===== src/wakeup_pkg.sv =====
// Constants shared by the wake-up interval block and its divider.
// Assumes a single 10 MHz clock and an Avalon-MM master with word addressing.
package wakeup_pkg;
  localparam int ADDR_W = 2;
  localparam logic [ADDR_W-1:0] CTRL_STATUS_IDX = 2'h0;
  localparam logic [ADDR_W-1:0] EVENT_STATUS_IDX = 2'h1;
  localparam logic [ADDR_W-1:0] EVENT_MASK_IDX = 2'h2;
  localparam int FLAG_BIT = 7;
  localparam int FLAG_CLEAR_BIT = 6;
  localparam int INTERVAL_W = 6;
  localparam logic [INTERVAL_W-1:0] INTERVAL_RESET = 6'h3F;
  localparam logic [INTERVAL_W-1:0] INTERVAL_DISABLED = 6'h3F;
  localparam logic [INTERVAL_W-1:0] INTERVAL_ZERO = 6'h00;
  localparam int EVENT_W = 2;
  localparam int EV_WAKEUP_BIT = 0;
  localparam int EV_REFUSED_BIT = 1;
  localparam logic [EVENT_W-1:0] EVENT_RESET = 2'h0;
  localparam int PRESCALE_W = 11;
  localparam int PRESCALE_BASE = 504;
  localparam int PRESCALE_STEP = 16;
endpackage


===== src/div_if.sv =====
// Carrier between the block and one of its interval dividers.
// Assumes tick_in and restart are one-cycle pulses in the clk domain.
`timescale 1ns/1ps
interface div_if #(parameter int W = 6);
  logic tick_in;
  logic restart;
  logic [W-1:0] limit;
  logic tick_out;
  modport ctrl (output tick_in, output restart, output limit, input tick_out);
  modport div (input tick_in, input restart, input limit, output tick_out);
endinterface


===== src/interval_divider.sv =====
// Counts input ticks and emits one pulse every limit ticks, then reloads.
// Assumes limit is at least one; a zero limit wraps to the full count range.
`timescale 1ns/1ps
module interval_divider #(
  parameter int W = 6
) (
  input wire logic clk,
  input wire logic arst_n,
  div_if.div d
);
  logic [W-1:0] count_r;
  logic tick_out_r;

  always_ff @(posedge clk or negedge arst_n)
  begin
    if (!arst_n)
    begin
      count_r <= '0;
      tick_out_r <= 1'b0;
    end
    else if (d.restart)
    begin
      count_r <= '0;
      tick_out_r <= 1'b0;
    end
    else if (d.tick_in)
    begin
      // Reloading on the pulse keeps the stream periodic with no idle tick.
      if (count_r >= W'(d.limit - W'(1)))
      begin
        count_r <= '0;
        tick_out_r <= 1'b1;
      end
      else
      begin
        count_r <= W'(count_r + W'(1));
        tick_out_r <= 1'b0;
      end
    end
    else
    begin
      tick_out_r <= 1'b0;
    end
  end

  assign d.tick_out = tick_out_r;
endmodule // interval_divider


===== src/wakeup_interval_ctrl.sv =====
// Wake-up interval control: interval field, sticky wake-up flag, interlock with the
// periodic-reset interval, tick prescaler and wake-up counter, Avalon-MM register slave.
// Assumes lfo_tick is a one-cycle pulse per nominal 1 ms and that the neighbouring
// periodic-reset part supplies its interval and due pulse in this clock domain.
`timescale 1ns/1ps
module wakeup_interval_ctrl #(
  parameter int INTERVAL_W = wakeup_pkg::INTERVAL_W,
  parameter int PRESCALE_W = wakeup_pkg::PRESCALE_W
) (
  input wire logic clk,
  input wire logic arst_n,
  input wire logic [wakeup_pkg::ADDR_W-1:0] address,
  input wire logic read,
  input wire logic write,
  input wire logic [3:0] byteenable,
  input wire logic [31:0] writedata,
  output logic [31:0] readdata,
  output logic waitrequest,
  input wire logic lfo_tick,
  input wire logic [5:0] tick_prescale,
  input wire logic [5:0] reset_interval,
  input wire logic reset_due,
  output logic wakeup_irq,
  output logic wakeup_period,
  output logic counter_restart,
  output logic reset_zero_allowed,
  output logic irq
);
  logic waitrequest_r;
  logic [31:0] readdata_r;
  logic [INTERVAL_W-1:0] interval_r;
  logic enable_r;
  logic wakeup_flag_r;
  logic counter_restart_r;
  logic reset_zero_allowed_r;
  logic wakeup_period_r;
  logic [wakeup_pkg::EVENT_W-1:0] event_status_r;
  logic [wakeup_pkg::EVENT_W-1:0] event_mask_r;
  logic irq_r;
  logic req;
  logic accept;
  logic wr_ctrl;
  logic wr_status;
  logic wr_mask;
  logic [INTERVAL_W-1:0] new_interval;
  logic [INTERVAL_W-1:0] held_interval;
  logic write_zero;
  logic zero_refused;
  logic interval_changed;
  logic flag_clear;
  logic wakeup_due;
  logic wakeup_raise;
  logic [wakeup_pkg::EVENT_W-1:0] event_set;
  logic [wakeup_pkg::EVENT_W-1:0] event_clear;

  div_if #(.W(PRESCALE_W)) pre_bus ();
  div_if #(.W(INTERVAL_W)) wake_bus ();

  // Decodes the register index into the word the bus returns.
  function automatic logic [31:0] read_word(
    input logic [wakeup_pkg::ADDR_W-1:0] idx,
    input logic flag,
    input logic [INTERVAL_W-1:0] field,
    input logic [wakeup_pkg::EVENT_W-1:0] status,
    input logic [wakeup_pkg::EVENT_W-1:0] mask
  );
    logic [31:0] w;
    w = 32'h0000_0000;
    case (idx)
      wakeup_pkg::CTRL_STATUS_IDX:
      begin
        w[wakeup_pkg::FLAG_BIT] = flag;
        w[wakeup_pkg::FLAG_CLEAR_BIT] = 1'b0;
        w[INTERVAL_W-1:0] = field;
      end
      wakeup_pkg::EVENT_STATUS_IDX:
      begin
        w[wakeup_pkg::EVENT_W-1:0] = status;
      end
      wakeup_pkg::EVENT_MASK_IDX:
      begin
        w[wakeup_pkg::EVENT_W-1:0] = mask;
      end
      default:
      begin
        w = 32'h0000_0000;
      end
    endcase
    return w;
  endfunction

  // Decodes an accepted write on byte lane 0 to one register index.
  function automatic logic write_hit(
    input logic [wakeup_pkg::ADDR_W-1:0] idx,
    input logic acc,
    input logic wr,
    input logic lane0,
    input logic [wakeup_pkg::ADDR_W-1:0] addr
  );
    return acc & wr & lane0 & (addr == idx);
  endfunction

  // The bus answers every request after exactly one wait cycle.
  assign req = read | write;
  assign accept = req & ~waitrequest_r;

  // Waitrequest idles high, so every request spends one cycle in decode; the read word
  // is registered there at the cost of a second bus cycle per access.
  always_ff @(posedge clk or negedge arst_n)
  begin
    if (!arst_n)
    begin
      waitrequest_r <= 1'b1;
    end
    else
    begin
      waitrequest_r <= ~(req & waitrequest_r);
    end
  end

  always_ff @(posedge clk or negedge arst_n)
  begin
    if (!arst_n)
    begin
      readdata_r <= 32'h0000_0000;
    end
    else if (read & waitrequest_r)
    begin
      readdata_r <= read_word(address, wakeup_flag_r, interval_r, event_status_r,
        event_mask_r);
    end
  end

  assign wr_ctrl = write_hit(wakeup_pkg::CTRL_STATUS_IDX, accept, write, byteenable[0],
    address);
  assign wr_status = write_hit(wakeup_pkg::EVENT_STATUS_IDX, accept, write, byteenable[0],
    address);
  assign wr_mask = write_hit(wakeup_pkg::EVENT_MASK_IDX, accept, write, byteenable[0],
    address);
  assign new_interval = writedata[INTERVAL_W-1:0];
  // A disabled wake-up counts as an all-zero field when comparing writes.
  assign held_interval = enable_r ? interval_r : wakeup_pkg::INTERVAL_ZERO;
  assign write_zero = wr_ctrl & (new_interval == wakeup_pkg::INTERVAL_ZERO);
  assign zero_refused = write_zero & (reset_interval == 6'h00);
  // A refused zero write leaves the field alone, so it cannot restart the counters either; its flag-clear bit still acts.
  assign interval_changed = wr_ctrl & ~zero_refused &
    (new_interval != held_interval);
  assign flag_clear = wr_ctrl & writedata[wakeup_pkg::FLAG_CLEAR_BIT];

  // Interval field and its enable.
  always_ff @(posedge clk or negedge arst_n)
  begin
    if (!arst_n)
    begin
      interval_r <= wakeup_pkg::INTERVAL_RESET;
      enable_r <= 1'b1;
    end
    else if (interval_changed)
    begin
      if (new_interval == wakeup_pkg::INTERVAL_ZERO)
      begin
        interval_r <= wakeup_pkg::INTERVAL_DISABLED;
        enable_r <= 1'b0;
      end
      else
      begin
        interval_r <= new_interval;
        enable_r <= 1'b1;
      end
    end
  end

  // One restart pulse serves the prescaler, the wake-up counter and the reset counter.
  always_ff @(posedge clk or negedge arst_n)
  begin
    if (!arst_n)
    begin
      counter_restart_r <= 1'b0;
    end
    else
    begin
      counter_restart_r <= interval_changed;
    end
  end

  always_ff @(posedge clk or negedge arst_n)
  begin
    if (!arst_n)
    begin
      reset_zero_allowed_r <= 1'b1;
    end
    else
    begin
      // Follows the field after any accepted write, so it is current next cycle.
      reset_zero_allowed_r <= interval_changed ?
        (new_interval != wakeup_pkg::INTERVAL_ZERO) : enable_r;
    end
  end

  assign pre_bus.tick_in = lfo_tick;
  assign pre_bus.restart = counter_restart_r;
  assign pre_bus.limit = PRESCALE_W'(wakeup_pkg::PRESCALE_BASE +
    wakeup_pkg::PRESCALE_STEP * int'(tick_prescale));

  interval_divider #(.W(PRESCALE_W)) prescaler (
    .clk(clk),
    .arst_n(arst_n),
    .d(pre_bus)
  );

  assign wake_bus.tick_in = pre_bus.tick_out;
  assign wake_bus.restart = counter_restart_r;
  assign wake_bus.limit = interval_r;

  interval_divider #(.W(INTERVAL_W)) wake_counter (
    .clk(clk),
    .arst_n(arst_n),
    .d(wake_bus)
  );

  assign wakeup_due = wake_bus.tick_out & enable_r;
  // A periodic reset due in the same cycle swallows the interrupt; the reset restarts
  // the core anyway, so software still sees a fresh start.
  assign wakeup_raise = wakeup_due & ~reset_due;

  // The reset part counts interval periods even while the interrupt is disabled.
  always_ff @(posedge clk or negedge arst_n)
  begin
    if (!arst_n)
    begin
      wakeup_period_r <= 1'b0;
    end
    else
    begin
      wakeup_period_r <= wake_bus.tick_out;
    end
  end

  // A wake-up in the same cycle as an acknowledge keeps the flag set.
  always_ff @(posedge clk or negedge arst_n)
  begin
    if (!arst_n)
    begin
      wakeup_flag_r <= 1'b0;
    end
    else if (wakeup_raise)
    begin
      wakeup_flag_r <= 1'b1;
    end
    else if (flag_clear)
    begin
      wakeup_flag_r <= 1'b0;
    end
  end

  assign event_set[wakeup_pkg::EV_WAKEUP_BIT] = wakeup_raise;
  assign event_set[wakeup_pkg::EV_REFUSED_BIT] = zero_refused;
  assign event_clear = wr_status ?
    writedata[wakeup_pkg::EVENT_W-1:0] : '0;

  // Set wins over a write-one clear in the same cycle, so no event is ever lost.
  always_ff @(posedge clk or negedge arst_n)
  begin
    if (!arst_n)
    begin
      event_status_r <= wakeup_pkg::EVENT_RESET;
    end
    else
    begin
      event_status_r <= (event_status_r & ~event_clear) | event_set;
    end
  end

  always_ff @(posedge clk or negedge arst_n)
  begin
    if (!arst_n)
    begin
      event_mask_r <= wakeup_pkg::EVENT_RESET;
    end
    else if (wr_mask)
    begin
      event_mask_r <= writedata[wakeup_pkg::EVENT_W-1:0];
    end
  end

  // Registering the summary keeps irq free of glitches; it trails the status by a cycle.
  always_ff @(posedge clk or negedge arst_n)
  begin
    if (!arst_n)
    begin
      irq_r <= 1'b0;
    end
    else
    begin
      irq_r <= |(event_status_r & event_mask_r);
    end
  end

  // The mask above only gates the summary line; the wake-up line cannot be masked.
  assign wakeup_irq = wakeup_flag_r;
  assign readdata = readdata_r;
  assign waitrequest = waitrequest_r;
  assign wakeup_period = wakeup_period_r;
  assign counter_restart = counter_restart_r;
  assign reset_zero_allowed = reset_zero_allowed_r;
  assign irq = irq_r;
endmodule // wakeup_interval_ctrl


===== config.mk =====
export PLATFORM = sky130hd
export DESIGN_NAME = wakeup_interval_ctrl
export DESIGN_NICKNAME = d
export VERILOG_FILES = /design/src/wakeup_pkg.sv /design/src/div_if.sv /design/src/interval_divider.sv /design/src/wakeup_interval_ctrl.sv
export SDC_FILE = /design/constraint.sdc
export NUM_CORES = 1
export LEC_CHECK = 0
export ABC_CLOCK_PERIOD_IN_PS = 2900
export BUFFER_PORTS_ARGS = -buffer_cell sky130_fd_sc_hd__buf_2
export CORE_MARGIN = 2
export CORE_UTILIZATION = 25
export DETAILED_ROUTE_END_ITERATION = 10
export HOLD_SLACK_MARGIN = 0.03
export PLACE_DENSITY = 0.44
export SLEW_MARGIN = 20
export SYNTH_ARGS = -nofsm -noshare
export SYNTH_HDL_FRONTEND = slang
export SYNTH_SLANG_ARGS = --single-unit
export TNS_END_PERCENT = 1

===== constraint.sdc =====
create_clock -name clk -period 2.9 [get_ports clk]
set_input_delay 0.58 -clock clk [delete_from_list [all_inputs] [get_ports clk]]
set_output_delay 0.58 -clock clk [all_outputs]
set_load 0.02 [all_outputs]

* Yosys cells after proc, flatten, opt, wreduce, memory -nomap -nowiden *
Cells that the tools add are included.

word-level totals
  register bits after elaboration = 44
  input port bits = 56
  output and inout bits = 38

cells by class
  $add $sub $neg = 5
  magnitude comparators = 2
  equal/unequal tests = 3
  multiplexer cells = 21
  bitwise logic cells = 24
  reduce and logical (&&, ||, !) cells = 8

operator list
  operator                 count
  $mux W6                  6
  $mux W11                 3
  $and A1 B1 Y1            15
  $logic_not A6 Y1         2
  $add A11 B1 Y11 const B  1
  $add A9 B10 Y11 const A  1
  $ge A11 B11 Y1           1
  $sub A11 B1 Y11 const B  1
  $mux W1                  10
  $add A6 B1 Y6 const B    1
  $ge A6 B6 Y1             1
  $ne A6 B6 Y1             1
  $pmux W2 S3              1
  $reduce_bool A2 Y1       3
  $reduce_bool A6 Y1       1
  $sub A6 B1 Y6 const B    1
  $and A2 B2 Y2            2
  $not A1 Y1               4
  $eq A2 B1 Y1 const B     1
  $eq A2 B2 Y1 const B     1
  $logic_not A2 Y1         1
  $mux W2                  1
  $not A2 Y2               1
  $or A2 B2 Y2             1
  2 further kinds          2

* Longest topological paths before layout *
  depth after elaboration = 11
  mapped depth = 11
  mapped depth without buffers = 10

* Cells and area by module *
A second synthesis with hierarchy kept.

unflattened totals
  cell total of the unflattened synthesis = 337
  area total of the unflattened synthesis = 3105.5 um2

modules (own cells, without submodules)
  module                            instances  cells each  area each (um2)  seq. area each (um2)
  wakeup_interval_ctrl              1          140         1386.3           611.8
  interval_divider at prescaler     1          133         1122.3           300.3
  interval_divider at wake_counter  1          64          596.8            175.2

* Worst setup path before layout *
No wires, ideal clock.

  path type = input-to-reg
  start = input port tick_prescale[0]
  end = register prescaler.count_r[9]
  arrival = 2.338 ns
  data required time = 2.822 ns
  slack = 0.484 ns
  stages on the path = 11
  path buffers = 1
  path through = inv_1 ha_1 nand2_1 xor2_1 ha_1 nand4_1 o221ai_1 a211oi_2 buf_4 nand4_1 a21oi_1

between the ends
  longest elaborated chain between the ends = 6

ends and longest elaborated chain
  what                    RTL line                     source
  start: declaration      wakeup_interval_ctrl.sv:20   input wire logic [5:0] tick_prescale,
  $add A9 B10 Y11         wakeup_interval_ctrl.sv:202  assign pre_bus.limit = PRESCALE_W'(wakeup_pkg::PRESCALE_BASE +
  $sub A11 B1 Y11         interval_divider.sv:29       if (count_r >= W'(d.limit - W'(1)))
  $ge A11 B11 Y1          interval_divider.sv:29
  $mux W11                interval_divider.sv:29
  $mux W11                interval_divider.sv:26       else if (d.tick_in)
  $mux W11                interval_divider.sv:21       else if (d.restart)
  end signal: assignment  interval_divider.sv:36       count_r <= W'(count_r + W'(1));
  end: declaration        interval_divider.sv:11       logic [W-1:0] count_r;

Every way passes these cells. The select of a mux whose other input is x is not followed.
A chain may end at the register's enable or synchronous reset.

* Final worst setup path *
  start = register interval_r[0]
  end = register wake_counter.count_r[0]

between the ends
  longest elaborated chain between the ends = 5

ends and longest elaborated chain
  what                      RTL line                     source
  start: declaration        wakeup_interval_ctrl.sv:31   logic [INTERVAL_W-1:0] interval_r;
  start signal: assignment  wakeup_interval_ctrl.sv:155  interval_r <= wakeup_pkg::INTERVAL_RESET;
  start signal: assignment  wakeup_interval_ctrl.sv:162  interval_r <= wakeup_pkg::INTERVAL_DISABLED;
  start signal: assignment  wakeup_interval_ctrl.sv:167  interval_r <= new_interval;
  $sub A6 B1 Y6             interval_divider.sv:29
  $ge A6 B6 Y1              interval_divider.sv:29
  $mux W6                   interval_divider.sv:29
  $mux W6                   interval_divider.sv:26
  $mux W6                   interval_divider.sv:21
  end signal: assignment    interval_divider.sv:36
  end: declaration          interval_divider.sv:11

Every way passes these cells. The select of a mux whose other input is x is not followed.

==> metrics.md <==
| Metric | Value |
|---|---|
| Status | `finished, final reports clean` |
| CP arrival | `2.57 ns` |
| Initial antenna violation count | `0` |
| Die extent in y | `110 um` |
| Routed vias/inst | `4.72` |
| Worst setup path class | `flop to flop` |
| CORE AREA | `10900 sq um` |
| Worst-margin pin slew | `0.583 ns` |
| Root Driver | `clkbuf_16` |
| Worst Path Required | `3.10 ns` |
| Final wirelength | `6150 um` |
| Period utilisation layout | `0.817` |
| Clock Path Buffers | `2` |
| Cell area after layout | `3240 sq um` |
| Yosys warns | `0` |
| FMAX | `0.422 GHz` |
| Setup slack after layout | `0.531 ns` |
| Peak VDD IR | `0.304 mV` |
| Drt wl/cell | `12.7 um` |
| Slew Viols, Final | `0` |
| Synth Flop Type | `dfrtp_1` |
| Later-pin clock latency in the skew report | `0.28 ns` |
| Yosys reg bits | `43` |
| FP Rows | `38` |
| Vias in the first global route | `2148` |
| Gate Count Post-Synth | `307` |
| Max-slew headroom | `0.608` |
| EDFF count, synth | `0` |
| Num CTS Buffers | `5` |
| Post-CTS setup buffer count | `0` |
| Hold Crit Class | `primary input to async pin` |
| Final min period | `2.37 ns` |
| Hold-fix buffers, CTS | `0` |
| Endpoints failing hold | `0` |
| Vias | `2291` |
| Post-placement setup slack | `0.253 ns` |
| Syn Std Cell Area | `2820 sq um` |
| Layout net count | `417` |
| P_leak | `1.43 nW` |
| Pwr Density | `870 nW/um^2` |
| Critical path fanouts, max | `7` |
| Die Area | `12100 sq um` |
| Cell count of the worst reg-to-reg path | `9` |
| Reg-to-Reg Start | `interval_r[0]` |
| GPL Wtd Cong | `0.756` |
| Post_cts resized | `0` |
| CP Launch Type | `flop` |
| Worst setup EP type | `flop` |
| Yosys cell types | `44` |
| Unrepaired setup endpoints after global routing | `no` |
| Gr usage total | `0.105` |
| Ys async rst share | `1.00` |
| Initial drt markers | `137` |
| Layout cells sized above 1 | `0.203` |
| PortBufs | `40` |
| CTS sink count | `43` |
| IO Pins | `94` |
| Clock tree from TritonCTS | `built` |
| Pin count of the biggest net entering global routing | `44` |
| Seq/Total Area, Yosys | `0.386` |
| First-pass GRT wire length | `10200 um` |
| Setup Skew | `0.00349 ns` |
| Clock transition at path regs | `0.06 ns` |
| Max-Cap Viols | `0` |
| Residual DRC count | `0` |
| Starting Density | `0.258` |
| Hpwl dp | `4540 um` |
| Final setup vio count | `0` |
| Crit path from | `interval_r[0]` |
| DIE WIDTH | `110 um` |
| H-tree depth | `2` |
| Post-DRT Antenna Nets | `0` |
| Avg Cell Area, Syn | `9.19 sq um` |
| Grt total ovfl | `0` |
| Antenna Cells | `0` |
| TNS Setup | `0 ns` |
| Power after layout | `2.82 mW` |
| Area grow syn2layout | `14.9%` |
| DP Area | `3060 sq um` |
| First-pass DRT Iterations | `4` |
## per-layer routing
metal	global-route usage	wire length [um]
met1	0.151	3020
met5	0	0
met2	0.165	2880
met3	0.0159	196
met4	0.0241	42
## path summary, 6_finish.rpt
kind	endpoint	slack, ns
max	wake_counter.count_r[0]	0.53
min	readdata[1]	0.29
max reg2reg	wake_counter.count_r[0]	0.53
min reg2reg	wakeup_period	0.42
max in group asynchronous	interval_r[0]	2.22
min in group clk	wakeup_period	0.42
## kinds of logic (layout without fill, tap and decap cells)
| kind of cell | Yosys count | after routing | synth area share |
|---|---|---|---|
| AO/OA/AOI/OAI | 74 | 74 | 0.178 |
| XOR/XNOR | 11 | 11 | 0.0342 |
| adder cells (fa/ha/maj) | 17 | 17 | 0.0754 |
| buffers and inverters | 47 | 61 | 0.100 |
| flip-flops | 43 | 43 | 0.386 |
| multiplexers | 6 | 6 | 0.0222 |
| other | 1 | 25 | 0.00133 |
| AND/OR/NAND/NOR | 108 | 108 | 0.203 |
## layout make-up
cell class | count | area [sq um]
inverters | 10 | 37.5
clock buffers | 6 | 139
multi-input cells | 241 | 1540
repair buffers | 43 | 225
clock inverters | 2 | 35.0
flip-flops and latches | 43 | 1090
well taps | 140 | 175
fillers | 1169 | 7700
## cell usage in the layout (no fill, tap or decap), types with 2 or more instances in the layout
master / instances
inv_1: 10
o32a_2: 6
nor4b_1: 3
nand4_1: 5
o22ai_1: 3
a22o_1: 6
conb_1: 25
nand4b_1: 4
nor4bb_1: 2
clkbuf_16: 5
nor4_1: 4
mux2_2: 2
xnor2_1: 9
dfstp_2: 9
o21a_1: 4
a31oi_1: 6
nor3_1: 10
o21ai_0: 19
nand2b_1: 7
dfrtp_1: 34
mux2i_1: 4
o211ai_1: 3
nand3b_1: 4
nor2_1: 14
nor2b_1: 2
a22oi_1: 5
nand2_1: 32
ha_1: 17
xor2_1: 2
nand3_1: 9
and3_1: 7
a21oi_1: 15
buf_4: 4
buf_2: 39
nor3b_1: 3
## synth_stat cells (all sizes together) (4+ instances only)
cell	n	area (sq um)
dfrtp	34	851
nand2	32	120
a31oi	6	37.5
nand3b	4	30.0
dfstp	9	236
buf	29	215
nor2	14	52.6
o21a	4	30.0
nand4b	4	35.0
inv	10	37.5
xnor2	9	78.8
nor4	4	25.0
clkbuf	8	30.0
ha	17	213
a22o	6	52.6
nand2b	8	52.6
a22oi	5	37.5
and3	7	43.8
nand4	5	31.3
o32a	6	67.6
o21ai	19	95.1
nor3	10	50.1
a21oi	15	75.1
mux2i	4	40.0
nand3	9	45.0
## per-stage QoR
stage                     hold slack, ns  utilization  std cells
after CTS                          0.424        0.296        485
after detailed placement           0.410        0.280        477
final                              0.287        0.296        485
after floorplan                    0.284            -        331
after global routing               0.340        0.296        485
after global placement             0.398        0.280        477
## registers in the layout (all words and copies together) (netlist names), 2 cells and up
register              flops
interval_r                6
event_mask_r              2
prescaler.count_r        11
wake_counter.count_r      6
readdata                  7
event_status_r            2
## worst max-delay path, cell delays in order, from the launching register on
cell	delay, ns
dfstp_2	0.59
inv_1	0.08
ha_1	0.22
nor3b_1	0.15
xnor2_1	0.13
ha_1	0.27
o21a_1	0.17
nor2_1	0.39
o211ai_1	0.14
a21oi_1	0.16
## power by group
part	switching (mW)	internal [mW]	total (mW)
Combinational	0.560	0.486	1.05
Clock	0.226	0.428	0.654
Sequential	0.286	0.832	1.12
Total	1.07	1.75	2.82
Power figures use the tool's default switching activity.
